[src/pkg/ckg_cfg.svh]
// Purpose: constants of the reference clock generator control block
// Assumes: mclk at 40 MHz
// Notes:   offsets, field positions, reset values and timing counts
`ifndef CKG_CFG_SVH
`define CKG_CFG_SVH

`define CKG_NUM_OUT      6
`define CKG_CLK_NS       25
// longest times, rounded down to whole cycles
`define CKG_STAB_MS      1.8
`define CKG_STAB_CYC     ($rtoi(`CKG_STAB_MS * 1.0e6 / `CKG_CLK_NS))
`define CKG_DRVPD_US     300
`define CKG_DRVPD_CYC    ((`CKG_DRVPD_US * 1000) / `CKG_CLK_NS)
// half period of the modelled output clock, in mclk cycles
`define CKG_HALF_CYC     2'h2
`define CKG_TIMER_W      17

`define CKG_ADDR_B1      3'h1
`define CKG_ADDR_B3      3'h3
`define CKG_ADDR_ST      3'h4
`define CKG_SPREAD_LSB   3
`define CKG_WOL_BIT      5
`define CKG_B1_RST       8'h00
`define CKG_B3_RST       8'h00

`define CKG_SPR_NOSS     2'h0
`define CKG_SPR_025      2'h1
`define CKG_SPR_000      2'h2
`define CKG_SPR_050      2'h3

`endif

[src/pkg/ckg_pkg.sv]
// Purpose: types of the reference clock generator control block
// Assumes: constants come from ckg_cfg.svh
// Notes:   one packed state struct per module
`default_nettype none
package ckg_pkg;
    typedef enum logic [1:0] {CKG_TRI_LOW, CKG_TRI_MID, CKG_TRI_HIGH} ckg_tri_e;

    typedef enum logic [1:0] {CKG_ST_WAIT_PG, CKG_ST_START, CKG_ST_RUN, CKG_ST_PD} ckg_state_e;

    typedef struct packed {
        ckg_state_e  st;
        logic        latched;
        ckg_tri_e    tri_sel;
        logic        addr_sel;
        logic [16:0] timer;
        logic        from_pd;
        logic        fault;
        logic [1:0]  div;
        logic        phase;
        logic        rise;
        logic        fall;
        logic        allow;
        logic [1:0]  spread;
        logic        mode_common;
        logic        xtal;
        logic        ref_o;
        logic        ref_oe;
        logic        pll_en;
        logic        latch_pulse;
    } ckg_top_s;

    typedef struct packed {
        logic       req;
        logic       on;
        logic       p;
        logic       n;
    } ckg_gate_s;

    typedef struct packed {
        logic [7:0] b1;
        logic [7:0] b3;
        logic [7:0] rdata;
        logic       mode_low;
    } ckg_reg_s;
endpackage : ckg_pkg
`default_nettype wire

[src/pkg/ckg_cfg_if.sv]
// Purpose: carrier between control core and configuration bytes
// Assumes: single clock domain
// Notes:   latch_load is a one-cycle pulse
`default_nettype none
interface ckg_cfg_if;
    logic [1:0]       spread_field;
    logic             wol;
    logic             latch_load;
    ckg_pkg::ckg_tri_e latch_tri;
    logic [7:0]       status;

    modport regs (output spread_field, output wol,
                  input latch_load, input latch_tri, input status);
    modport core (input spread_field, input wol,
                  output latch_load, output latch_tri, output status);
endinterface : ckg_cfg_if
`default_nettype wire

[src/hdl/ckg_out_gate.sv]
// Purpose: one differential output gate
// Assumes: rise and fall are one-cycle boundary pulses of the output clock
// Notes:   enable changes take effect only on a rising boundary
`default_nettype none
module ckg_out_gate (
    input  wire logic mclk,
    input  wire logic resetn,
    input  wire logic rise,
    input  wire logic fall,
    input  wire logic allow,
    input  wire logic en_n,
    output logic      clk_p,
    output logic      clk_n
);
    ckg_pkg::ckg_gate_s s_q;
    ckg_pkg::ckg_gate_s s_d;

    always_comb begin
        s_d = s_q;
        if (rise) begin
            // sampled one boundary earlier: latency stays in 1..2 periods
            s_d.req = allow & ~en_n;
            s_d.on  = s_q.req;
            s_d.p   = s_q.req;
            s_d.n   = 1'b0;
        end else if (fall) begin
            s_d.p = 1'b0;
            s_d.n = s_q.on;
        end
    end

    always_ff @(posedge mclk or negedge resetn) begin
        if (!resetn) begin
            s_q <= '0;
        end else begin
            s_q <= s_d;
        end
    end

    assign clk_p = s_q.p;
    assign clk_n = s_q.n;

    a_gate_latency: assert property (@(posedge mclk) disable iff (!resetn)
        rise && s_q.req |=> s_q.on && s_q.p)
        else $error("enabled output did not start at the boundary");
    a_gate_whole: assert property (@(posedge mclk) disable iff (!resetn)
        $fell(s_q.on) |-> $past(rise))
        else $error("output stopped away from a boundary");
endmodule : ckg_out_gate
`default_nettype wire

[src/hdl/ckg_cfg_regs.sv]
// Purpose: configuration bytes and read port
// Assumes: strobes one cycle long, never both at once
// Notes:   read data stand only in the cycle after the read strobe
`default_nettype none
`include "ckg_cfg.svh"
module ckg_cfg_regs (
    input  wire logic       mclk,
    input  wire logic       resetn,
    input  wire logic [2:0] reg_addr,
    input  wire logic [7:0] reg_wdata,
    input  wire logic       reg_wr,
    input  wire logic       reg_rd,
    output logic [7:0]      reg_rdata,
    ckg_cfg_if.regs         cfg
);
    ckg_pkg::ckg_reg_s s_q;
    ckg_pkg::ckg_reg_s s_d;

    function automatic logic [1:0] tri_code(input ckg_pkg::ckg_tri_e t);
        unique case (t)
            ckg_pkg::CKG_TRI_LOW:  tri_code = `CKG_SPR_NOSS;
            ckg_pkg::CKG_TRI_MID:  tri_code = `CKG_SPR_000;
            ckg_pkg::CKG_TRI_HIGH: tri_code = `CKG_SPR_050;
            default:               tri_code = `CKG_SPR_050;
        endcase
    endfunction : tri_code

    always_comb begin
        s_d = s_q;
        s_d.rdata = 8'h00;
        if (cfg.latch_load) begin
            // default spread taken from the strap, no bus access needed
            s_d.b1[`CKG_SPREAD_LSB +: 2] = tri_code(cfg.latch_tri);
            s_d.mode_low = (cfg.latch_tri == ckg_pkg::CKG_TRI_LOW);
        end else if (reg_wr) begin
            if (reg_addr == `CKG_ADDR_B1) begin
                s_d.b1 = reg_wdata;
                // protective: a wrong mode write would need a full reset
                if (s_q.mode_low) begin
                    s_d.b1[`CKG_SPREAD_LSB +: 2] = `CKG_SPR_NOSS;
                end else if (reg_wdata[`CKG_SPREAD_LSB +: 2] == `CKG_SPR_NOSS) begin
                    s_d.b1[`CKG_SPREAD_LSB +: 2] = s_q.b1[`CKG_SPREAD_LSB +: 2];
                end
            end else if (reg_addr == `CKG_ADDR_B3) begin
                s_d.b3 = reg_wdata;
            end
        end
        if (reg_rd) begin
            if (reg_addr == `CKG_ADDR_B1) begin
                s_d.rdata = s_q.b1;
            end else if (reg_addr == `CKG_ADDR_B3) begin
                s_d.rdata = s_q.b3;
            end else if (reg_addr == `CKG_ADDR_ST) begin
                s_d.rdata = cfg.status;
            end
        end
    end

    always_ff @(posedge mclk or negedge resetn) begin
        if (!resetn) begin
            s_q.b1       <= `CKG_B1_RST;
            s_q.b3       <= `CKG_B3_RST;
            s_q.rdata    <= 8'h00;
            s_q.mode_low <= 1'b0;
        end else begin
            s_q <= s_d;
        end
    end

    assign reg_rdata        = s_q.rdata;
    assign cfg.spread_field = s_q.b1[`CKG_SPREAD_LSB +: 2];
    assign cfg.wol          = s_q.b3[`CKG_WOL_BIT];

    a_nospread_locked: assert property (@(posedge mclk) disable iff (!resetn)
        s_q.mode_low && !cfg.latch_load |=> cfg.spread_field == `CKG_SPR_NOSS)
        else $error("spread field left separate-reference no-spread mode");
    a_spread_write: assert property (@(posedge mclk) disable iff (!resetn)
        reg_wr && reg_addr == `CKG_ADDR_B1 && !s_q.mode_low && !cfg.latch_load
        && reg_wdata[4:3] != 2'h0 |=> cfg.spread_field == $past(reg_wdata[4:3]))
        else $error("spread write not accepted");
endmodule : ckg_cfg_regs
`default_nettype wire

[src/hdl/ckg_ctrl.sv]
// Purpose: control and sequencing of a six-output reference clock generator
// Assumes: resetn is supply power-on; pins synchronous to mclk
// Notes:   the output clock is modelled as a divided mclk square wave
//
// What this block does
// six active-low enables, low enables output
// first power-good high latches straps, starts up
// later low powers down, high resumes, no resample
// tri-level spread strap sets initial spread, mode
// mid/high strap: spread field changes without reset
// host keeps field at 00 after low strap
// host never selects 00 after mid/high strap
// address strap latched, pin then copies reference
// outputs start/stop within 1..3 output clocks
// outputs back within 300 us of power-down exit; a later lock only sets startup_fault
// first clock within 1.8 ms of start; a later lock only sets startup_fault
// outputs blocked until the PLL reports lock
// spread changes applied glitch free
// runs from defaults without any bus access
// six 100 MHz outputs from 25 MHz reference
// wake-on-lan bit keeps reference running in power-down
// transitions only on output clock boundaries
// latched straps kept until power removed
`default_nettype none
`include "ckg_cfg.svh"
module ckg_ctrl #(
    parameter int unsigned STAB_CYC  = `CKG_STAB_CYC,
    parameter int unsigned DRVPD_CYC = `CKG_DRVPD_CYC
) (
    input  wire logic       mclk,
    input  wire logic       resetn,
    input  wire logic       power_good_powerdown_n,
    input  wire logic [1:0] spread_select_tri,
    input  wire logic [5:0] out_enable_n,
    input  wire logic       xtal_in,
    input  wire logic       pll_lock,
    input  wire logic       bus_address_latch_ref_copy_i,
    output logic            bus_address_latch_ref_copy_o,
    output logic            bus_address_latch_ref_copy_oe,
    output logic [5:0]      diff_clk_out_p,
    output logic [5:0]      diff_clk_out_n,
    output logic            pll_enable,
    output logic [1:0]      spread_code,
    output logic            common_clock_mode,
    output logic            bus_addr_sel,
    output logic            startup_fault,
    input  wire logic [2:0] reg_addr,
    input  wire logic [7:0] reg_wdata,
    input  wire logic       reg_wr,
    input  wire logic       reg_rd,
    output logic [7:0]      reg_rdata
);
    ckg_pkg::ckg_top_s s_q;
    ckg_pkg::ckg_top_s s_d;
    ckg_cfg_if         cfg ();

    logic              ref_run;
    logic              lim_hit;

    // a stray fourth code on the strap input reads as high
    function automatic ckg_pkg::ckg_tri_e tri_decode(input logic [1:0] v);
        unique case (v)
            2'h0:    tri_decode = ckg_pkg::CKG_TRI_LOW;
            2'h1:    tri_decode = ckg_pkg::CKG_TRI_MID;
            default: tri_decode = ckg_pkg::CKG_TRI_HIGH;
        endcase
    endfunction : tri_decode

    // power-down exit has the tighter bound of the two
    assign lim_hit = s_q.from_pd ? (32'(s_q.timer) >= DRVPD_CYC)
                                 : (32'(s_q.timer) >= STAB_CYC);

    always_comb begin
        s_d = s_q;
        s_d.rise = 1'b0;
        s_d.fall = 1'b0;
        s_d.latch_pulse = 1'b0;
        s_d.xtal = xtal_in;
        // output clock divider; rise and fall mark the period boundaries
        if (s_q.div == `CKG_HALF_CYC - 2'h1) begin
            s_d.div   = 2'h0;
            s_d.phase = ~s_q.phase;
            s_d.rise  = ~s_q.phase;
            s_d.fall  = s_q.phase;
        end else begin
            s_d.div = s_q.div + 2'h1;
        end
        unique case (s_q.st)
            ckg_pkg::CKG_ST_WAIT_PG: begin
                if (power_good_powerdown_n) begin
                    s_d.latched     = 1'b1;
                    s_d.tri_sel     = tri_decode(spread_select_tri);
                    s_d.addr_sel    = bus_address_latch_ref_copy_i;
                    s_d.mode_common = (tri_decode(spread_select_tri)
                                       != ckg_pkg::CKG_TRI_LOW);
                    s_d.latch_pulse = 1'b1;
                    s_d.ref_oe      = 1'b1;
                    s_d.pll_en      = 1'b1;
                    s_d.timer       = '0;
                    s_d.from_pd     = 1'b0;
                    s_d.st          = ckg_pkg::CKG_ST_START;
                end
            end
            ckg_pkg::CKG_ST_START: begin
                if (!power_good_powerdown_n) begin
                    s_d.pll_en = 1'b0;
                    s_d.st     = ckg_pkg::CKG_ST_PD;
                end else if (pll_lock) begin
                    s_d.st = ckg_pkg::CKG_ST_RUN;
                end else begin
                    if (s_q.timer != '1) begin
                        s_d.timer = s_q.timer + 17'h1;
                    end
                    if (lim_hit) begin
                        s_d.fault = 1'b1;
                    end
                end
            end
            ckg_pkg::CKG_ST_RUN: begin
                if (!power_good_powerdown_n) begin
                    s_d.pll_en = 1'b0;
                    s_d.st     = ckg_pkg::CKG_ST_PD;
                end else if (!pll_lock) begin
                    s_d.timer = '0;
                    s_d.st    = ckg_pkg::CKG_ST_START;
                end
            end
            ckg_pkg::CKG_ST_PD: begin
                if (power_good_powerdown_n) begin
                    // straps are not sampled again here
                    s_d.pll_en  = 1'b1;
                    s_d.timer   = '0;
                    s_d.from_pd = 1'b1;
                    s_d.st      = ckg_pkg::CKG_ST_START;
                end
            end
        endcase
        // gates stop at the second boundary after allow drops
        s_d.allow = (s_d.st == ckg_pkg::CKG_ST_RUN) && pll_lock;
        if (s_q.rise) begin
            s_d.spread = cfg.spread_field;
        end
        s_d.ref_o = ref_run & s_q.xtal;
    end

    // reference copy only after the address strap is taken
    assign ref_run = s_q.latched && ((s_q.st != ckg_pkg::CKG_ST_PD) || cfg.wol);

    always_ff @(posedge mclk or negedge resetn) begin
        if (!resetn) begin
            s_q <= '0;
        end else begin
            s_q <= s_d;
        end
    end

    assign cfg.latch_load = s_q.latch_pulse;
    assign cfg.latch_tri  = s_q.tri_sel;
    assign cfg.status     = {1'b0, s_q.addr_sel, s_q.tri_sel, s_q.fault, s_q.allow,
                             (s_q.st == ckg_pkg::CKG_ST_PD), s_q.latched};

    ckg_cfg_regs u_regs (
        .mclk      (mclk),
        .resetn    (resetn),
        .reg_addr  (reg_addr),
        .reg_wdata (reg_wdata),
        .reg_wr    (reg_wr),
        .reg_rd    (reg_rd),
        .reg_rdata (reg_rdata),
        .cfg       (cfg.regs)
    );

    for (genvar g = 0; g < `CKG_NUM_OUT; g++) begin : g_out
        ckg_out_gate u_gate (
            .mclk   (mclk),
            .resetn (resetn),
            .rise   (s_q.rise),
            .fall   (s_q.fall),
            .allow  (s_q.allow),
            .en_n   (out_enable_n[g]),
            .clk_p  (diff_clk_out_p[g]),
            .clk_n  (diff_clk_out_n[g])
        );
    end

    assign bus_address_latch_ref_copy_o  = s_q.ref_o;
    assign bus_address_latch_ref_copy_oe = s_q.ref_oe;
    assign pll_enable                    = s_q.pll_en;
    assign spread_code                   = s_q.spread;
    assign common_clock_mode             = s_q.mode_common;
    assign bus_addr_sel                  = s_q.addr_sel;
    assign startup_fault                 = s_q.fault;

    a_first_latch: assert property (@(posedge mclk) disable iff (!resetn)
        s_q.st == ckg_pkg::CKG_ST_WAIT_PG && power_good_powerdown_n
        |=> s_q.latched && s_q.st == ckg_pkg::CKG_ST_START ##1 cfg.spread_field
        == (s_q.tri_sel == ckg_pkg::CKG_TRI_LOW ? 2'h0
            : s_q.tri_sel == ckg_pkg::CKG_TRI_MID ? 2'h2 : 2'h3))
        else $error("straps not taken on first power-good");
    a_straps_held: assert property (@(posedge mclk) disable iff (!resetn)
        s_q.latched |=> $stable(s_q.tri_sel) && $stable(s_q.addr_sel))
        else $error("latched strap changed");
    a_pd_entry: assert property (@(posedge mclk) disable iff (!resetn)
        s_q.st == ckg_pkg::CKG_ST_RUN && !power_good_powerdown_n
        |=> s_q.st == ckg_pkg::CKG_ST_PD && !s_q.pll_en ##1 !s_q.allow)
        else $error("power-down not entered");
    a_pd_exit: assert property (@(posedge mclk) disable iff (!resetn)
        s_q.st == ckg_pkg::CKG_ST_PD && power_good_powerdown_n
        |=> s_q.st == ckg_pkg::CKG_ST_START && s_q.from_pd && s_q.timer == 17'h0)
        else $error("power-down exit wrong");
    a_lock_gate: assert property (@(posedge mclk) disable iff (!resetn)
        s_q.allow |-> $past(pll_lock) && s_q.st == ckg_pkg::CKG_ST_RUN)
        else $error("outputs allowed without lock");
    a_wol_stop: assert property (@(posedge mclk) disable iff (!resetn)
        s_q.st == ckg_pkg::CKG_ST_PD && !cfg.wol ##1 s_q.st == ckg_pkg::CKG_ST_PD
        |-> !s_q.ref_o)
        else $error("reference ran in power-down without wake-on-lan");
    a_spread_edge: assert property (@(posedge mclk) disable iff (!resetn)
        $changed(s_q.spread) |-> $past(s_q.rise))
        else $error("spread changed away from a boundary");
    a_fault_bound: assert property (@(posedge mclk) disable iff (!resetn)
        s_q.st == ckg_pkg::CKG_ST_START && s_q.from_pd && power_good_powerdown_n
        && !pll_lock && 32'(s_q.timer) >= DRVPD_CYC |=> s_q.fault)
        else $error("missed power-down exit deadline not flagged");
endmodule : ckg_ctrl
`default_nettype wire

[config.mk]
export PLATFORM = sky130hd
export DESIGN_NAME = ckg_ctrl
export DESIGN_NICKNAME = d
export VERILOG_FILES = /design/src/pkg/ckg_pkg.sv /design/src/pkg/ckg_cfg_if.sv /design/src/hdl/ckg_out_gate.sv /design/src/hdl/ckg_cfg_regs.sv /design/src/hdl/ckg_ctrl.sv
export VERILOG_INCLUDE_DIRS = /design/src /design/src/pkg
export SDC_FILE = /design/constraint.sdc
export NUM_CORES = 1
export LEC_CHECK = 0
export ABC_AREA = 1
export BUFFER_PORTS_ARGS = -buffer_cell sky130_fd_sc_hd__buf_2
export CAP_MARGIN = 30
export CORE_ASPECT_RATIO = 1.4
export CORE_MARGIN = 8
export CORE_UTILIZATION = 40
export CTS_CLUSTER_SIZE = 14
export DETAILED_ROUTE_END_ITERATION = 7
export PLACE_DENSITY = 0.65
export RECOVER_POWER = 25
export SETUP_SLACK_MARGIN = 0.3
export SYNTH_ARGS = -nofsm -noshare
export SYNTH_HDL_FRONTEND = slang
export SYNTH_HIERARCHICAL = 1
export SYNTH_SLANG_ARGS = --single-unit
[constraint.sdc]
create_clock -name mclk -period 5.7 [get_ports mclk]
set_clock_uncertainty 0.1 [all_clocks]
set_input_delay 1.14 -clock mclk [delete_from_list [all_inputs] [get_ports mclk]]
set_output_delay 1.14 -clock mclk [all_outputs]
set_load 0.02 [all_outputs]
==> reports/metrics.cfg <==
[yosys]
ys_warn_count=6
synth_edf_count=0
synth_fp_nets=560
async_flop_share=1.00
synth_area_leaders=dfrtp_1, nand2_1, nand3_1, inv_1, nor2_1
syn_avg_cell_area_um2=8.29
synth-seq-area-share=0.500
synth_cell_types=37
yosysTopAreaCell=dfrtp_1
synthFlopType=dfrtp_1
ys_ff_latch=87
synth_cells=525
syn_area_um2=4350
synth_top_area_share=0.500

[place]
portBuffers=54
place_inst=701
dp_hpwl_um=6790
post-place-ws_ns=3.07
place.gp.congestion=0.879
place_area_um2=4640

[global_routing]
grt_max_degree=47
grt_first_pass_wirelength_um=16400
grt_usage=0.137
antenna_found_initial=0
overflow=0
grt_pass1_vias=3610

[clocking]
post_cts_resized=0
hold_buffers=0
cts_sinks=87
insertion_delay_ns=0.33
h-tree-depth=3
cts_max_path_buffers=2
path_clk_slew_ns=0.06
numCtsBuffers=9
root_buffer=clkbuf_16
post-cts-setup-buffers=0
cts_tree=built

[route]
vias_per_cell=4.79
final_antenna_net_count=0
wl_um=9290
wire_per_inst_um=13.0
vias=3433
drc_errors=0
firstDrtPassIters=5
drt_iter0_drc=125

[floorplan]
die_w_um=104
dieArea_um2=14500
coreArea_um2=10800
die_y_um=139
placementRows=45
initial_utilization=0.405
pin_count=55

[worst_setup_path]
cp-end-kind=asynchronous set/reset pin
crit_required_ns=6.03
cp_slowest_cell=clkbuf_1
slowest_delay_ns=1.57
worstSetupStartpointType=input pin
path_max_fanout=46
path_class=input pin to asynchronous set/reset pin
critical-path-top-delay-family=buffers and inverters
path_buf_inv=2
crit_chain=clkbuf_1 > buf_4
arrival_ns=3.46

[power_and_ir_drop]
p_seq_frac=0.425
clockPowerShare=0.298
leakage_nw=2.59
switching_share=0.351
vdd_drop_max_mv=0.255
powerDensity_nw_per_um2=390
cell_internal_pwr_mw=1.25
switchingPower_mw=0.676
total_power_mw=1.92
combPwrFrac=0.277

[outcome]
status=finished with violations
violations=capacitance limit, slew limit

[finish]
mostFrequentLayoutCells=nand2_1, dfrtp_1, inv_1
n_antenna_cell=0
layout_commonest_cell=nand2_1
layout.nets=607
layout-drive-gt1-share=0.189
fin_util=0.458
area_delta_synth_final_pct=13.2
finalNonFillerCells=717
fillers=1040
final_area_um2=4930

[timing]
setup-tns-final_ns=0
post-route-min-period_ns=3.13
setup_ws_ns=2.57
rsz0062_at_grt=false
relSlewSlack=-0.505
slew_viol_final=43
fmax_mhz=320
worst_slew_pin_slew_ns=2.26
hold_viol=0
whs_ns=0.323
setup_viol=0
fin_crit_sh=0.549

[flow_run]
maxCapViolCount=1

[min_path]
hold_class=flip-flop to flip-flop

==> path summary, 6_finish.rpt <==
path / start / end / slack, ns / depth (start not counted)
max in group mclk: reg_addr[2] / u_regs/cfg.wol$_DFFE_PN0P_ / 3.38 / 5
min in group asynchronous: resetn / u_regs/reg_rdata[2]$_DFF_PN0_ / 1.37 / 1
min reg2reg: s_q[11]$_DFFE_PN0P_ / s_q[10]$_DFF_PN0_ / 0.32 / 1
max: resetn / s_q[26]$_DFFE_PN0P_ / 2.57 / 2
min: s_q[11]$_DFFE_PN0P_ / s_q[10]$_DFF_PN0_ / 0.32 / 1
max reg2reg: s_q[16]$_DFFE_PN0P_ / s_q[30]$_DFFE_PN0P_ / 3.42 / 15
==> cell usage after synthesis, types with 2 or more instances <==
cell      number
a21oi_1       16
buf_4         13
buf_6          6
dfrtp_1       87
ha_1           8
inv_1         60
inv_2          8
mux2_2         2
nand2_1      154
nand2_2        3
nand3_1       46
nand3_2        2
nand4_1        4
nor2_1        48
nor2_2         7
nor2_4         5
o21a_1         2
o21ai_0       19
o21ai_1        2
o21ai_2       15
o21bai_1       2
==> routing by layer <==
metal | vias to the layer above | share of wire | GRT usage
li1 | 1727 | - | -
met1 | 1632 | 0.41 | 0.148
met2 | 62 | 0.53 | 0.248
met3 | 12 | 0.039 | 0.0328
met4 | 0 | 0.018 | 0.0581
met5 | - | 0 | 0
==> final cells by class <==
type / count / area [µm²] / share of cell area
flip-flops and latches: 87 / 2180 / 0.442
multi-input cells: 350 / 1750 / 0.355
repair buffers: 56 / 280 / 0.0569
inverters: 68 / 255 / 0.0518
clock buffers: 10 / 229 / 0.0465
well taps: 141 / 176 / 0.0358
clock inverters: 5 / 60.1 / 0.0122
==> power groups by stage <==
stage	sequential, mW	combinational (mW)	clock (mW)
floorplan	0.826	0.419	0
global placement	0.825	0.529	0
detailed placement	0.829	0.537	0
CTS	0.819	0.539	0.590
global route	0.835	0.606	0.613
finish	0.817	0.533	0.574
==> flip-flops by register name, indices dropped and copies added, names as in the netlist, 2 cells and up <==
name,count
cfg.latch_tri,2
g_out.u_gate/clk_n,6
g_out.u_gate/clk_p,6
g_out.u_gate/s_q,12
s_q,26
spread_code,2
u_regs/cfg.spread_field,2
u_regs/reg_rdata,8
u_regs/s_q,14
==> cell families after synthesis <==
family / after synthesis / share of synthesized area
simple gates: 276 / 0.280
buf+inv: 88 / 0.0977
fa+ha+maj: 8 / 0.0230
compound gates: 62 / 0.0908
xor+xnor: 1 / 0.00201
flops: 87 / 0.500
mux: 2 / 0.00517
other cells: 1 / 0.000861
(Power assumes the default switching activity.)
